## src/design/sar_adc_control_consts.vh

```
// constants for the successive-approximation converter control block
`ifndef SAR_ADC_CONTROL_CONSTS_VH
`define SAR_ADC_CONTROL_CONSTS_VH
// register offsets
`define OFS_CTRL      3'h0
`define OFS_ASEL      3'h1
`define OFS_DIR       3'h2
`define OFS_RES_HI    3'h3
`define OFS_RES_LO    3'h4
// converter_control_reg fields
`define CTL_ON        0
`define CTL_GO        1
`define CTL_CHS_LO    2
`define CTL_CHS_HI    3
`define CTL_REF       6
// analog_select_reg fields
`define ASL_ANS_LO    0
`define ASL_ANS_HI    3
`define ASL_CS_LO     4
`define ASL_CS_HI     6
`define ASL_RSVD      7
// result split across the two read offsets
`define RES_LO_W      8
// reset values
`define RST_CTRL      8'h00
`define RST_ASEL      8'h0f
`define RST_DIR       4'hf
// conversion clock codes
`define CS_DIV2       3'h0
`define CS_DIV4       3'h1
`define CS_DIV8       3'h2
`define CS_DIV16      3'h3
`define CS_DIV32      3'h4
`define CS_DIV64      3'h5
`define CS_RC_MIN     3'h6
// divider tick masks, one per divider clock code (codes 0..5)
`define DIVM_2        6'h01
`define DIVM_4        6'h03
`define DIVM_8        6'h07
`define DIVM_16       6'h0f
`define DIVM_32       6'h1f
`define DIVM_64       6'h3f
// conversion length in conversion-bit periods
`define CONV_PERIODS  4'hb
`define LAST_PERIOD   4'ha
`define PERIOD_FIRST  4'h0
// trial code start (msb only)
`define TRIAL_MSB     10'h200
`endif

```

## src/design/sar_adc_control.v

```verilog
// control logic of a 10-bit successive-approximation converter
`timescale 1ns/10ps
`include "sar_adc_control_consts.vh"

module sar_adc_control #(
	// input count, result width and divider counter width
	parameter N_CH   = 4,
	parameter RES_W  = 10,
	parameter DIV_W  = 6
) (
	input  wire             clk_in,
	input  wire             rst_b_in,
	input  wire [2:0]       addr_in,
	input  wire [7:0]       wr_data_in,
	input  wire             wr_in,
	input  wire             rd_in,
	output wire [7:0]       rd_data_out,
	input  wire             rc_clk_in,
	input  wire             comp_in,
	output wire [1:0]       chan_sel_out,
	output wire             ref_ext_out,
	output wire             sample_out,
	output wire [RES_W-1:0] dac_code_out,
	output wire             busy_out,
	output wire [N_CH-1:0]  dig_in_dis_out,
	output wire [N_CH-1:0]  pin_oe_b_out
);

	// ==========================================================
	// register file
	// ==========================================================
	reg [7:0]       ctrl_q;
	reg [7:0]       asel_q;
	reg [N_CH-1:0]  dir_q;
	reg [RES_W-1:0] result_q;
	reg [7:0]       rd_data_q;
	reg             busy_q;

	wire wr_ctrl = wr_in && (addr_in == `OFS_CTRL);
	wire wr_asel = wr_in && (addr_in == `OFS_ASEL);
	wire wr_dir  = wr_in && (addr_in == `OFS_DIR);

	wire       conv_on  = ctrl_q[`CTL_ON];
	wire [1:0] chan_sel = ctrl_q[`CTL_CHS_HI:`CTL_CHS_LO];
	wire [2:0] clk_sel  = asel_q[`ASL_CS_HI:`ASL_CS_LO];

	// software-held bits; the go bit itself lives in busy_q
	// writes to offsets with no register fall through every decode
	always @(posedge clk_in) begin
		if (!rst_b_in) begin
			ctrl_q <= `RST_CTRL;
			asel_q <= `RST_ASEL;
			dir_q  <= `RST_DIR;
		end else begin
			if (wr_ctrl) begin
				ctrl_q <= wr_data_in;
			end
			if (wr_asel) begin
				asel_q <= wr_data_in;
			end
			if (wr_dir) begin
				dir_q <= wr_data_in[N_CH-1:0];
			end
		end
	end

	// read mux; go bit reads back the live busy state
	reg [7:0] rd_mux;
	always @* begin
		rd_mux = 8'h00;
		case (addr_in)
			`OFS_CTRL: begin
				rd_mux = ctrl_q;
				rd_mux[`CTL_GO] = busy_q;
			end
			`OFS_ASEL: begin
				rd_mux = asel_q;
				rd_mux[`ASL_RSVD] = 1'b0;
			end
			`OFS_DIR: begin
				rd_mux[N_CH-1:0] = dir_q;
			end
			`OFS_RES_HI: begin
				rd_mux[RES_W-`RES_LO_W-1:0] = result_q[RES_W-1:`RES_LO_W];
			end
			`OFS_RES_LO: begin
				rd_mux = result_q[`RES_LO_W-1:0];
			end
			default: begin
				// unmapped offsets read as zero
				rd_mux = 8'h00;
			end
		endcase
	end

	// read data stand for the single cycle after the strobe
	// zero outside the answer cycle keeps a shared read bus quiet
	always @(posedge clk_in) begin
		if (!rst_b_in) begin
			rd_data_q <= 8'h00;
		end else if (rd_in) begin
			rd_data_q <= rd_mux;
		end else begin
			rd_data_q <= 8'h00;
		end
	end

	assign rd_data_out = rd_data_q;

	// ==========================================================
	// input synchronisers
	// ==========================================================
	// both inputs come from the analog side, off this clock
	// three stages; a level is taken only when stages two and three agree
	reg [2:0] rc_sync_q;
	reg [2:0] comp_sync_q;
	reg       rc_lvl_q;
	reg       comp_lvl_q;

	always @(posedge clk_in) begin
		if (!rst_b_in) begin
			rc_sync_q   <= 3'h0;
			comp_sync_q <= 3'h0;
			rc_lvl_q    <= 1'b0;
			comp_lvl_q  <= 1'b0;
		end else begin
			rc_sync_q   <= {rc_sync_q[1:0], rc_clk_in};
			comp_sync_q <= {comp_sync_q[1:0], comp_in};
			if (rc_sync_q[1] == rc_sync_q[2]) begin
				rc_lvl_q <= rc_sync_q[2];
			end
			if (comp_sync_q[1] == comp_sync_q[2]) begin
				comp_lvl_q <= comp_sync_q[2];
			end
		end
	end

	// rising edge of the filtered rc level
	// one clock wide, so each rc period gives exactly one tick
	wire rc_rise = !rc_lvl_q && (rc_sync_q[1] == rc_sync_q[2]) && rc_sync_q[2];

	// ==========================================================
	// conversion clock selection
	// ==========================================================
	reg [DIV_W-1:0] div_q;
	reg [DIV_W-1:0] div_mask;
	reg             tad_tick;

	always @(posedge clk_in) begin
		if (!rst_b_in) begin
			div_q <= {DIV_W{1'b0}};
		end else begin
			div_q <= div_q + 1'b1;
		end
	end

	// codes 0..5 give clk/2 .. clk/64, codes 6 and 7 the rc clock;
	// the divider is never re-phased, so the first period may run short
	always @* begin
		case (clk_sel)
			`CS_DIV2:  div_mask = `DIVM_2;
			`CS_DIV4:  div_mask = `DIVM_4;
			`CS_DIV8:  div_mask = `DIVM_8;
			`CS_DIV16: div_mask = `DIVM_16;
			`CS_DIV32: div_mask = `DIVM_32;
			`CS_DIV64: div_mask = `DIVM_64;
			default:   div_mask = `DIVM_64;
		endcase
		if (clk_sel >= `CS_RC_MIN) begin
			tad_tick = rc_rise;
		end else begin
			tad_tick = ((div_q & div_mask) == div_mask);
		end
	end

	// ==========================================================
	// successive approximation sequencer
	// ==========================================================
	// idle tracks, hold seals the capacitor for one period,
	// decide settles one bit per period; busy_q is the not-idle flag
	localparam [1:0] ST_IDLE   = 2'h0;
	localparam [1:0] ST_HOLD   = 2'h1;
	localparam [1:0] ST_DECIDE = 2'h2;

	reg [1:0]       state_q;
	reg [1:0]       state_d;
	reg             busy_d;
	reg [3:0]       period_q;
	reg [3:0]       period_d;
	reg [RES_W-1:0] trial_q;
	reg [RES_W-1:0] trial_d;
	reg [RES_W-1:0] mask_q;
	reg [RES_W-1:0] mask_d;
	reg [RES_W-1:0] result_d;

	// a go write with the converter off is ignored; writing go low aborts
	wire start = wr_ctrl && wr_data_in[`CTL_GO] && wr_data_in[`CTL_ON] && !busy_q;
	wire abort = busy_q && ((wr_ctrl && !wr_data_in[`CTL_GO]) || !conv_on);

	// trial bit kept when the input is at or above the dac level;
	// the filter lags a few clocks, so the two fastest dividers decide on a stale level
	wire [RES_W-1:0] decided = comp_lvl_q ? trial_q : (trial_q & ~mask_q);

	// next-state logic; abort wins over a tick in the same cycle
	always @* begin
		state_d  = state_q;
		busy_d   = busy_q;
		period_d = period_q;
		trial_d  = trial_q;
		mask_d   = mask_q;
		result_d = result_q;
		case (state_q)
			ST_IDLE: begin
				if (start) begin
					state_d  = ST_HOLD;
					busy_d   = 1'b1;
					period_d = `PERIOD_FIRST;
					trial_d  = `TRIAL_MSB;
					mask_d   = `TRIAL_MSB;
				end
			end
			ST_HOLD: begin
				// first period only seals the hold capacitor
				if (abort) begin
					state_d = ST_IDLE;
					busy_d  = 1'b0;
				end else if (tad_tick) begin
					state_d  = ST_DECIDE;
					period_d = period_q + 1'b1;
				end
			end
			ST_DECIDE: begin
				// msb first; the last period settles bit zero and stores
				if (abort) begin
					state_d = ST_IDLE;
					busy_d  = 1'b0;
				end else if (tad_tick) begin
					period_d = period_q + 1'b1;
					trial_d  = decided | (mask_q >> 1);
					mask_d   = mask_q >> 1;
					if (period_q == `LAST_PERIOD) begin
						result_d = decided;
						state_d  = ST_IDLE;
						busy_d   = 1'b0;
					end
				end
			end
			default: begin
				state_d = ST_IDLE;
				busy_d  = 1'b0;
			end
		endcase
	end

	// sequencer registers; an abort leaves the old result in place
	always @(posedge clk_in) begin
		if (!rst_b_in) begin
			state_q  <= ST_IDLE;
			busy_q   <= 1'b0;
			period_q <= `PERIOD_FIRST;
			trial_q  <= {RES_W{1'b0}};
			mask_q   <= {RES_W{1'b0}};
			result_q <= {RES_W{1'b0}};
		end else begin
			state_q  <= state_d;
			busy_q   <= busy_d;
			period_q <= period_d;
			trial_q  <= trial_d;
			mask_q   <= mask_d;
			result_q <= result_d;
		end
	end

	// ==========================================================
	// analog front end and pins
	// ==========================================================
	// hold-path selection straight from the control register
	assign chan_sel_out   = chan_sel;
	assign ref_ext_out    = ctrl_q[`CTL_REF];

	// the capacitor tracks only while the converter is on and idle
	assign sample_out     = conv_on && !busy_q;
	assign dac_code_out   = trial_q;
	assign busy_out       = busy_q;

	// analog pins lose their digital buffer to save input current
	assign dig_in_dis_out = asel_q[`ASL_ANS_HI:`ASL_ANS_LO];
	// a set direction bit means the pin is not driven
	assign pin_oe_b_out   = dir_q;

endmodule // sar_adc_control

```

## config.mk

```make
export PLATFORM = sky130hd
export DESIGN_NAME = sar_adc_control
export DESIGN_NICKNAME = d
export VERILOG_FILES = /design/src/design/sar_adc_control.v
export VERILOG_INCLUDE_DIRS = /design/src /design/src/design
export SDC_FILE = /design/constraint.sdc
export NUM_CORES = 1
export LEC_CHECK = 0
export BUFFER_PORTS_ARGS = -buffer_cell sky130_fd_sc_hd__buf_2
export CELL_PAD_IN_SITES_DETAIL_PLACEMENT = 1
export CELL_PAD_IN_SITES_GLOBAL_PLACEMENT = 1
export CORE_MARGIN = 2
export CORE_UTILIZATION = 42
export CTS_BUF_LIST = sky130_fd_sc_hd__clkbuf_16
export CTS_CLUSTER_SIZE = 8
export DETAILED_ROUTE_END_ITERATION = 16
export MAX_ROUTING_LAYER = met4
export PLACE_DENSITY_LB_ADDON = 0.05
export SYNTH_ARGS = -nofsm -noshare
export SYNTH_HDL_FRONTEND = slang
export SYNTH_SLANG_ARGS = --single-unit
export TNS_END_PERCENT = 5
```

## constraint.sdc

```tcl
create_clock -name clk_in -period 3.03 [get_ports clk_in]
set_input_delay 0.606 -clock clk_in [delete_from_list [all_inputs] [get_ports clk_in]]
set_output_delay 0.606 -clock clk_in [all_outputs]
set_load 0.05 [all_outputs]
```

Yosys cells after proc, flatten, opt, wreduce, memory -nomap -nowiden:

Cells that the tools add are included.

* input bits: 17
* logic and storage cells: 104
* register bits: 78
* output and inout port bits: 31

* reduce and logical (&&, ||, !) cells: 28
* muxes and demuxes: 30
* eq/ne operators: 23
* $add $sub $neg: 2
* bitwise logic cells: 5
* order comparisons: 1

Operator list (number)
* two-way mux 10 bit: 6
* one-hot mux 10 bit (2 select lines): 2
* one-hot mux 6 bit (5 select lines): 1
* AND reduction 4 bit: 5
* == test 3 x 2 -> 1 bit (second input constant): 4
* two-way mux 2 bit: 6
* two-way mux 4 bit: 3
* one-hot mux 4 bit (3 select lines): 1
* logical AND 1 bit: 11
* bitwise AND 10 bit: 1
* != test 2 bit (second input constant): 5
* NOT 10 bit: 1
* bitwise OR 10 x 9 -> 10 bit: 1
* one-hot mux 2 bit (5 select lines): 1
* != test 3 bit (second input constant): 3
* one-hot mux 2 bit (4 select lines): 1
* one-hot mux 4 bit (2 select lines): 1
* adder 6 x 1 -> 6 bit (second input constant): 1
* bitwise AND 6 bit: 1
* == test 3 x 1 -> 1 bit (second input constant): 2
* == test 3 bit (second input constant): 2
* == test 6 bit: 1
* zero test 3 bit: 2
* two-way mux 1 bit: 6
* 16 further kinds: 21

Depth between registers and ports, before layout:

* depth in word-level cells: 8
* depth in mapped cells: 9
* depth with buffers taken out: 7

Least setup slack after synthesis:

OpenSTA, ideal clock, no wires.

* path type: input to register
* start point: input port addr_in[2]
* end point: register period_q[3]
* required time: 2.959 ns
* library setup time: 0.071 ns
* path buffers: 3
* arrival time: 2.711 ns
* slack: 0.248 ns
* stages on the path: 9
* cells stage by stage: buf_6 > or4b_4 > buf_6 > o31a_1 > buf_6 > a211o_1 > o32a_2 > or3_1 > a21oi_1

* word-level cells in the longest chain between the ends: 7
* elaborated cells between the ends (all ways): 11
* classes of those cells: 2 x eq/ne; 9 x reduce/logical

RTL lines
* start, declared: RTL line sar_adc_control.v:13 `input wire [2:0] addr_in,`
* zero test 3 bit *
* logical AND 1 bit *: RTL line sar_adc_control.v:39 `` wire wr_ctrl = wr_in && (addr_in == `OFS_CTRL); ``
* logical AND 1 bit (on tied branches): RTL line sar_adc_control.v:198, sar_adc_control.v:197
* logical OR 1 bit / logical AND 1 bit (equally long branches): RTL line sar_adc_control.v:198, sar_adc_control.v:197
* logical AND 1 bit (on tied branches): RTL line sar_adc_control.v:198, sar_adc_control.v:197
* != test 2 bit (no source line)
* AND reduction 4 bit (no source line) *
* end signal, assigned: RTL line sar_adc_control.v:260 `` period_q <= `PERIOD_FIRST; ``
* end signal, assigned: RTL line sar_adc_control.v:267 `period_q <= period_d;`
* end, declared: RTL line sar_adc_control.v:188 `reg [3:0] period_q;`

Mark *: on every way between the ends. The rest lies on a longest branch, timed or not.
A chain may end at the register's enable or synchronous reset.

Worst setup path in the final report:

* start point: register asel_q[5]
* end point: register result_q[6]

* word-level cells in the longest chain between the ends: 6
* elaborated cells between the ends (all ways): 11
* classes of those cells: 1 x order compare; 5 x eq/ne; 2 x mux; 1 x bitwise; 2 x reduce/logical

RTL lines
* start, declared: RTL line sar_adc_control.v:33 `reg [7:0] asel_q;`
* start signal, assigned: RTL line sar_adc_control.v:52 `` asel_q <= `RST_ASEL; ``
* start signal, assigned: RTL line sar_adc_control.v:59 `asel_q <= wr_data_in;`
* == test 3 bit, or another cell as far along: RTL line sar_adc_control.v:160 `case (clk_sel)`
* one-hot mux 6 bit (5 select lines): RTL line sar_adc_control.v:160
* bitwise AND 6 bit: RTL line sar_adc_control.v:172 `tad_tick = ((div_q & div_mask) == div_mask);`
* == test 6 bit: RTL line sar_adc_control.v:172
* two-way mux 1 bit *: RTL line sar_adc_control.v:169 `` if (clk_sel >= `CS_RC_MIN) begin ``
* AND reduction 4 bit (no source line) *
* end signal, assigned: RTL line sar_adc_control.v:263 `result_q <= {RES_W{1'b0}};`
* end signal, assigned: RTL line sar_adc_control.v:270 `result_q <= result_d;`
* end, declared: RTL line sar_adc_control.v:35 `reg [RES_W-1:0] result_q;`

Marks and branches as above.

==> flow_metrics.tcl <==
set metrics [dict create \
    synthTopCellsByCount "77 x dfxtp_1, 56 x nand2_1, 41 x a21oi_1" \
    synth-compound-area-share 0.149 \
    ys_seq_elements 77 \
    drc 0 \
    synth_ff_type "dfxtp_1" \
    power.share.clock 0.439 \
    synthesis.nets 420 \
    gp_congestion 0.745 \
    report.final.setup_viol 0 \
    period_needed_ns 2.66 \
    yosys.area.top_type "dfxtp_1" \
    coreArea_sq_mm 0.00777 \
    ys.warnings.count 0 \
    synth_top_family_by_area "simple AND/OR/NAND/NOR gates" \
    critPathMaxStageDelay_ns 0.96 \
    power.switching_mw 0.707 \
    antenna_found_initial 0 \
    tightest_slew_ns 1.15 \
    synth.cell_area_sq_mm 0.00338 \
    die_x_microns 93.7 \
    hold_viol 0 \
    portBuffers 47 \
    syn_to_final_growth_pct 18.2 \
    placed_area_sq_mm 0.00367 \
    end_kind "flip-flop" \
    slew_violations 0 \
    hold_slack_ns 0.439 \
    avgSynthCellArea_sq_um 8.51 \
    ys_seq_area_frac 0.456 \
    final-seq-area_sq_mm 0.00154 \
    drt-total-wl_mm 8.55 \
    syn_inst 397 \
    clk_pin_slew_ns 0.06 \
    clk_latency_ns 0.33 \
    synth_edf_count 0 \
    critPathKind "flip-flop to flip-flop" \
    yosys.area_share.simple 0.233 \
    gr-total-overflow 0 \
    vdd_drop_max_v 0.000361 \
    vias 2876 \
    first_iter_violations 87 \
    cp_max_fo 10 \
    clkSinkCount 77 \
    cts_max_level 3 \
    cts-hold-fix-buffers 0 \
    start_util 0.435 \
    post-synth-top-count-cell "dfxtp_1" \
    grt_pass1_vias 2850 \
    fin_crit_sh 0.878 \
    place_inst 527 \
    synth_adder_area_share 0.0222 \
    rsz0062_at_grt "no" \
    switching_share 0.270 \
    cts_buffer_depth 2 \
    fin_cells 543 \
    p_comb_frac 0.149 \
    n_antenna_cell 0 \
    synth_mux_area_frac 0.0667 \
    internal-power_mw 1.91 \
    cpMaxStageDelayCell "nor3_1" \
    grt_pass1_wl_mm 14.3 \
    cts_tree "yes" \
    hold_class "flip-flop to flip-flop" \
    p_per_area_mw_per_mm2 656 \
    cts_resized 0 \
    ant_nets 0 \
    fillers 951 \
    drv_cap 0 \
    postCtsSetupBuffers 0 \
    multi_input_area_sq_mm 0.00163 \
    startpoint_type "flip-flop" \
    rows 32 \
    numCtsBuffers 9 \
    yosysUniqueCellTypes 41 \
    yosys.area.top_type_share 0.456 \
    grt_usage 0.215 \
    leakagePower_nw 1.58 \
    synth-async-reset-ratio 0 \
    synth_xor_area_frac 0.0104 \
    cts_root_buffer "clkbuf_16" \
    setup_ws_ns 0.368 \
    grt_max_degree 36 \
    final_cell_area_sq_mm 0.00399 \
    relSlewSlack 0.227 \
    routedWlPerCell_microns 15.8 \
    dp_worst_setup_slack_ns 0.123 \
    crit_path_cell_trace "or2_2 > o211a_1 > o31a_1 > nor3_1 > nand3_1 > a21oi_1" \
    hpwl_mm 5.96 \
    drive_above_1_share 0.186 \
    arrival_ns 2.92 \
    num_io_pins 48 \
    outcome "finished clean" \
    cp.required_ns 3.29 \
    die_y_microns 93.7 \
    first_pass_iters 4 \
    setup_tns_ns 0 \
    fp.dieArea_sq_mm 0.00877 \
    pwr-share-seq 0.411 \
    num-nets-final 459 \
    ys_top_cells_by_area "dfxtp_1 46%, nand2_1 6.2%, a21oi_1 6.1%" \
    skew_ns 0.00854 \
    fmax_mhz 376 \
    viasPerCell 5.30 \
]
-- worst max-delay path, delay by kind of cell (launching register included) --
kind	cells	cell delay, ns
flip-flops	1	0.36
AND/OR/NAND/NOR	3	1.48
AO/OA/AOI/OAI	3	0.74
-- metal layers --
layer	track usage	routed length [microns]
met1	0.285	4170
met2	0.327	3950
met3	0.0353	307
met4	0.0918	124
met5	-	0
-- final cells by class --
type                            count  share of cell area
Timing Repair Buffer               60              0.0834
Sequential cell                    77               0.386
Clock buffer                        9              0.0564
Tap cell                          102              0.0320
Clock inverter                      7              0.0241
Inverter                           11              0.0103
Multi-Input combinational cell    277               0.408
-- power by group through the flow --
stage / clock [mW] / sequential [mW] / combinational (mW)
2_1_floorplan: 0 / 1.11 / 0.282
3_3_place_gp: 0 / 1.10 / 0.382
3_5_place_dp: 0 / 1.10 / 0.389
4_1_cts: 1.18 / 1.08 / 0.394
5_1_grt: 1.22 / 1.08 / 0.436
6_report: 1.15 / 1.08 / 0.391
-- metrics by stage --
stage | total power, mW | utilization
after floorplan | 1.40 | -
after global placement | 1.48 | 0.473
after detailed placement | 1.49 | 0.473
after CTS | 2.65 | 0.514
after global routing | 2.74 | 0.514
final | 2.62 | 0.514
-- sequential cells by signal (all words and copies together) (netlist names) --
name,cells
comp_sync_q,3
div_q,6
dac_code_out,10
rc_sync_q,3
period_q,4
rc_lvl_q,1
busy_out,1
mask_q,10
asel_q,7
state_q,2
comp_lvl_q,1
result_q,10
rd_data_out,8
ctrl_q,7
pin_oe_b_out,4
-- layout by cell type (no fill, tap or decap), types with 8 or more instances in the layout --
cell / instances
dfxtp_1: 77
nand2_1: 56
buf_2: 47
a21oi_1: 41
nand3_1: 33
nor2_1: 23
mux2i_1: 18
o21ai_0: 16
nand2b_1: 14
buf_4: 13
inv_1: 11
clkbuf_16: 9
or3_1: 8
a22oi_1: 8
-- cell families after synthesis --
family / count (synthesis)
xor gates and xnor gates: 4
AOI/OAI and AO/OA: 85
muxes: 20
buffers and inverters: 43
adders and majority gates: 6
DFF: 77
and+or+nand+nor: 162
-- final timing paths --
check                                     from              to  slack [ns]  cells past startpoint
worst max-delay path                 asel_q[5]     result_q[6]        0.37                      6
worst min-delay path            comp_sync_q[0]  comp_sync_q[1]        0.44                      1
worst max register to register       asel_q[5]     result_q[6]        0.37                      6
worst min register to register  comp_sync_q[0]  comp_sync_q[1]        0.44                      1
Note: power is estimated with default switching activity, not from simulation.
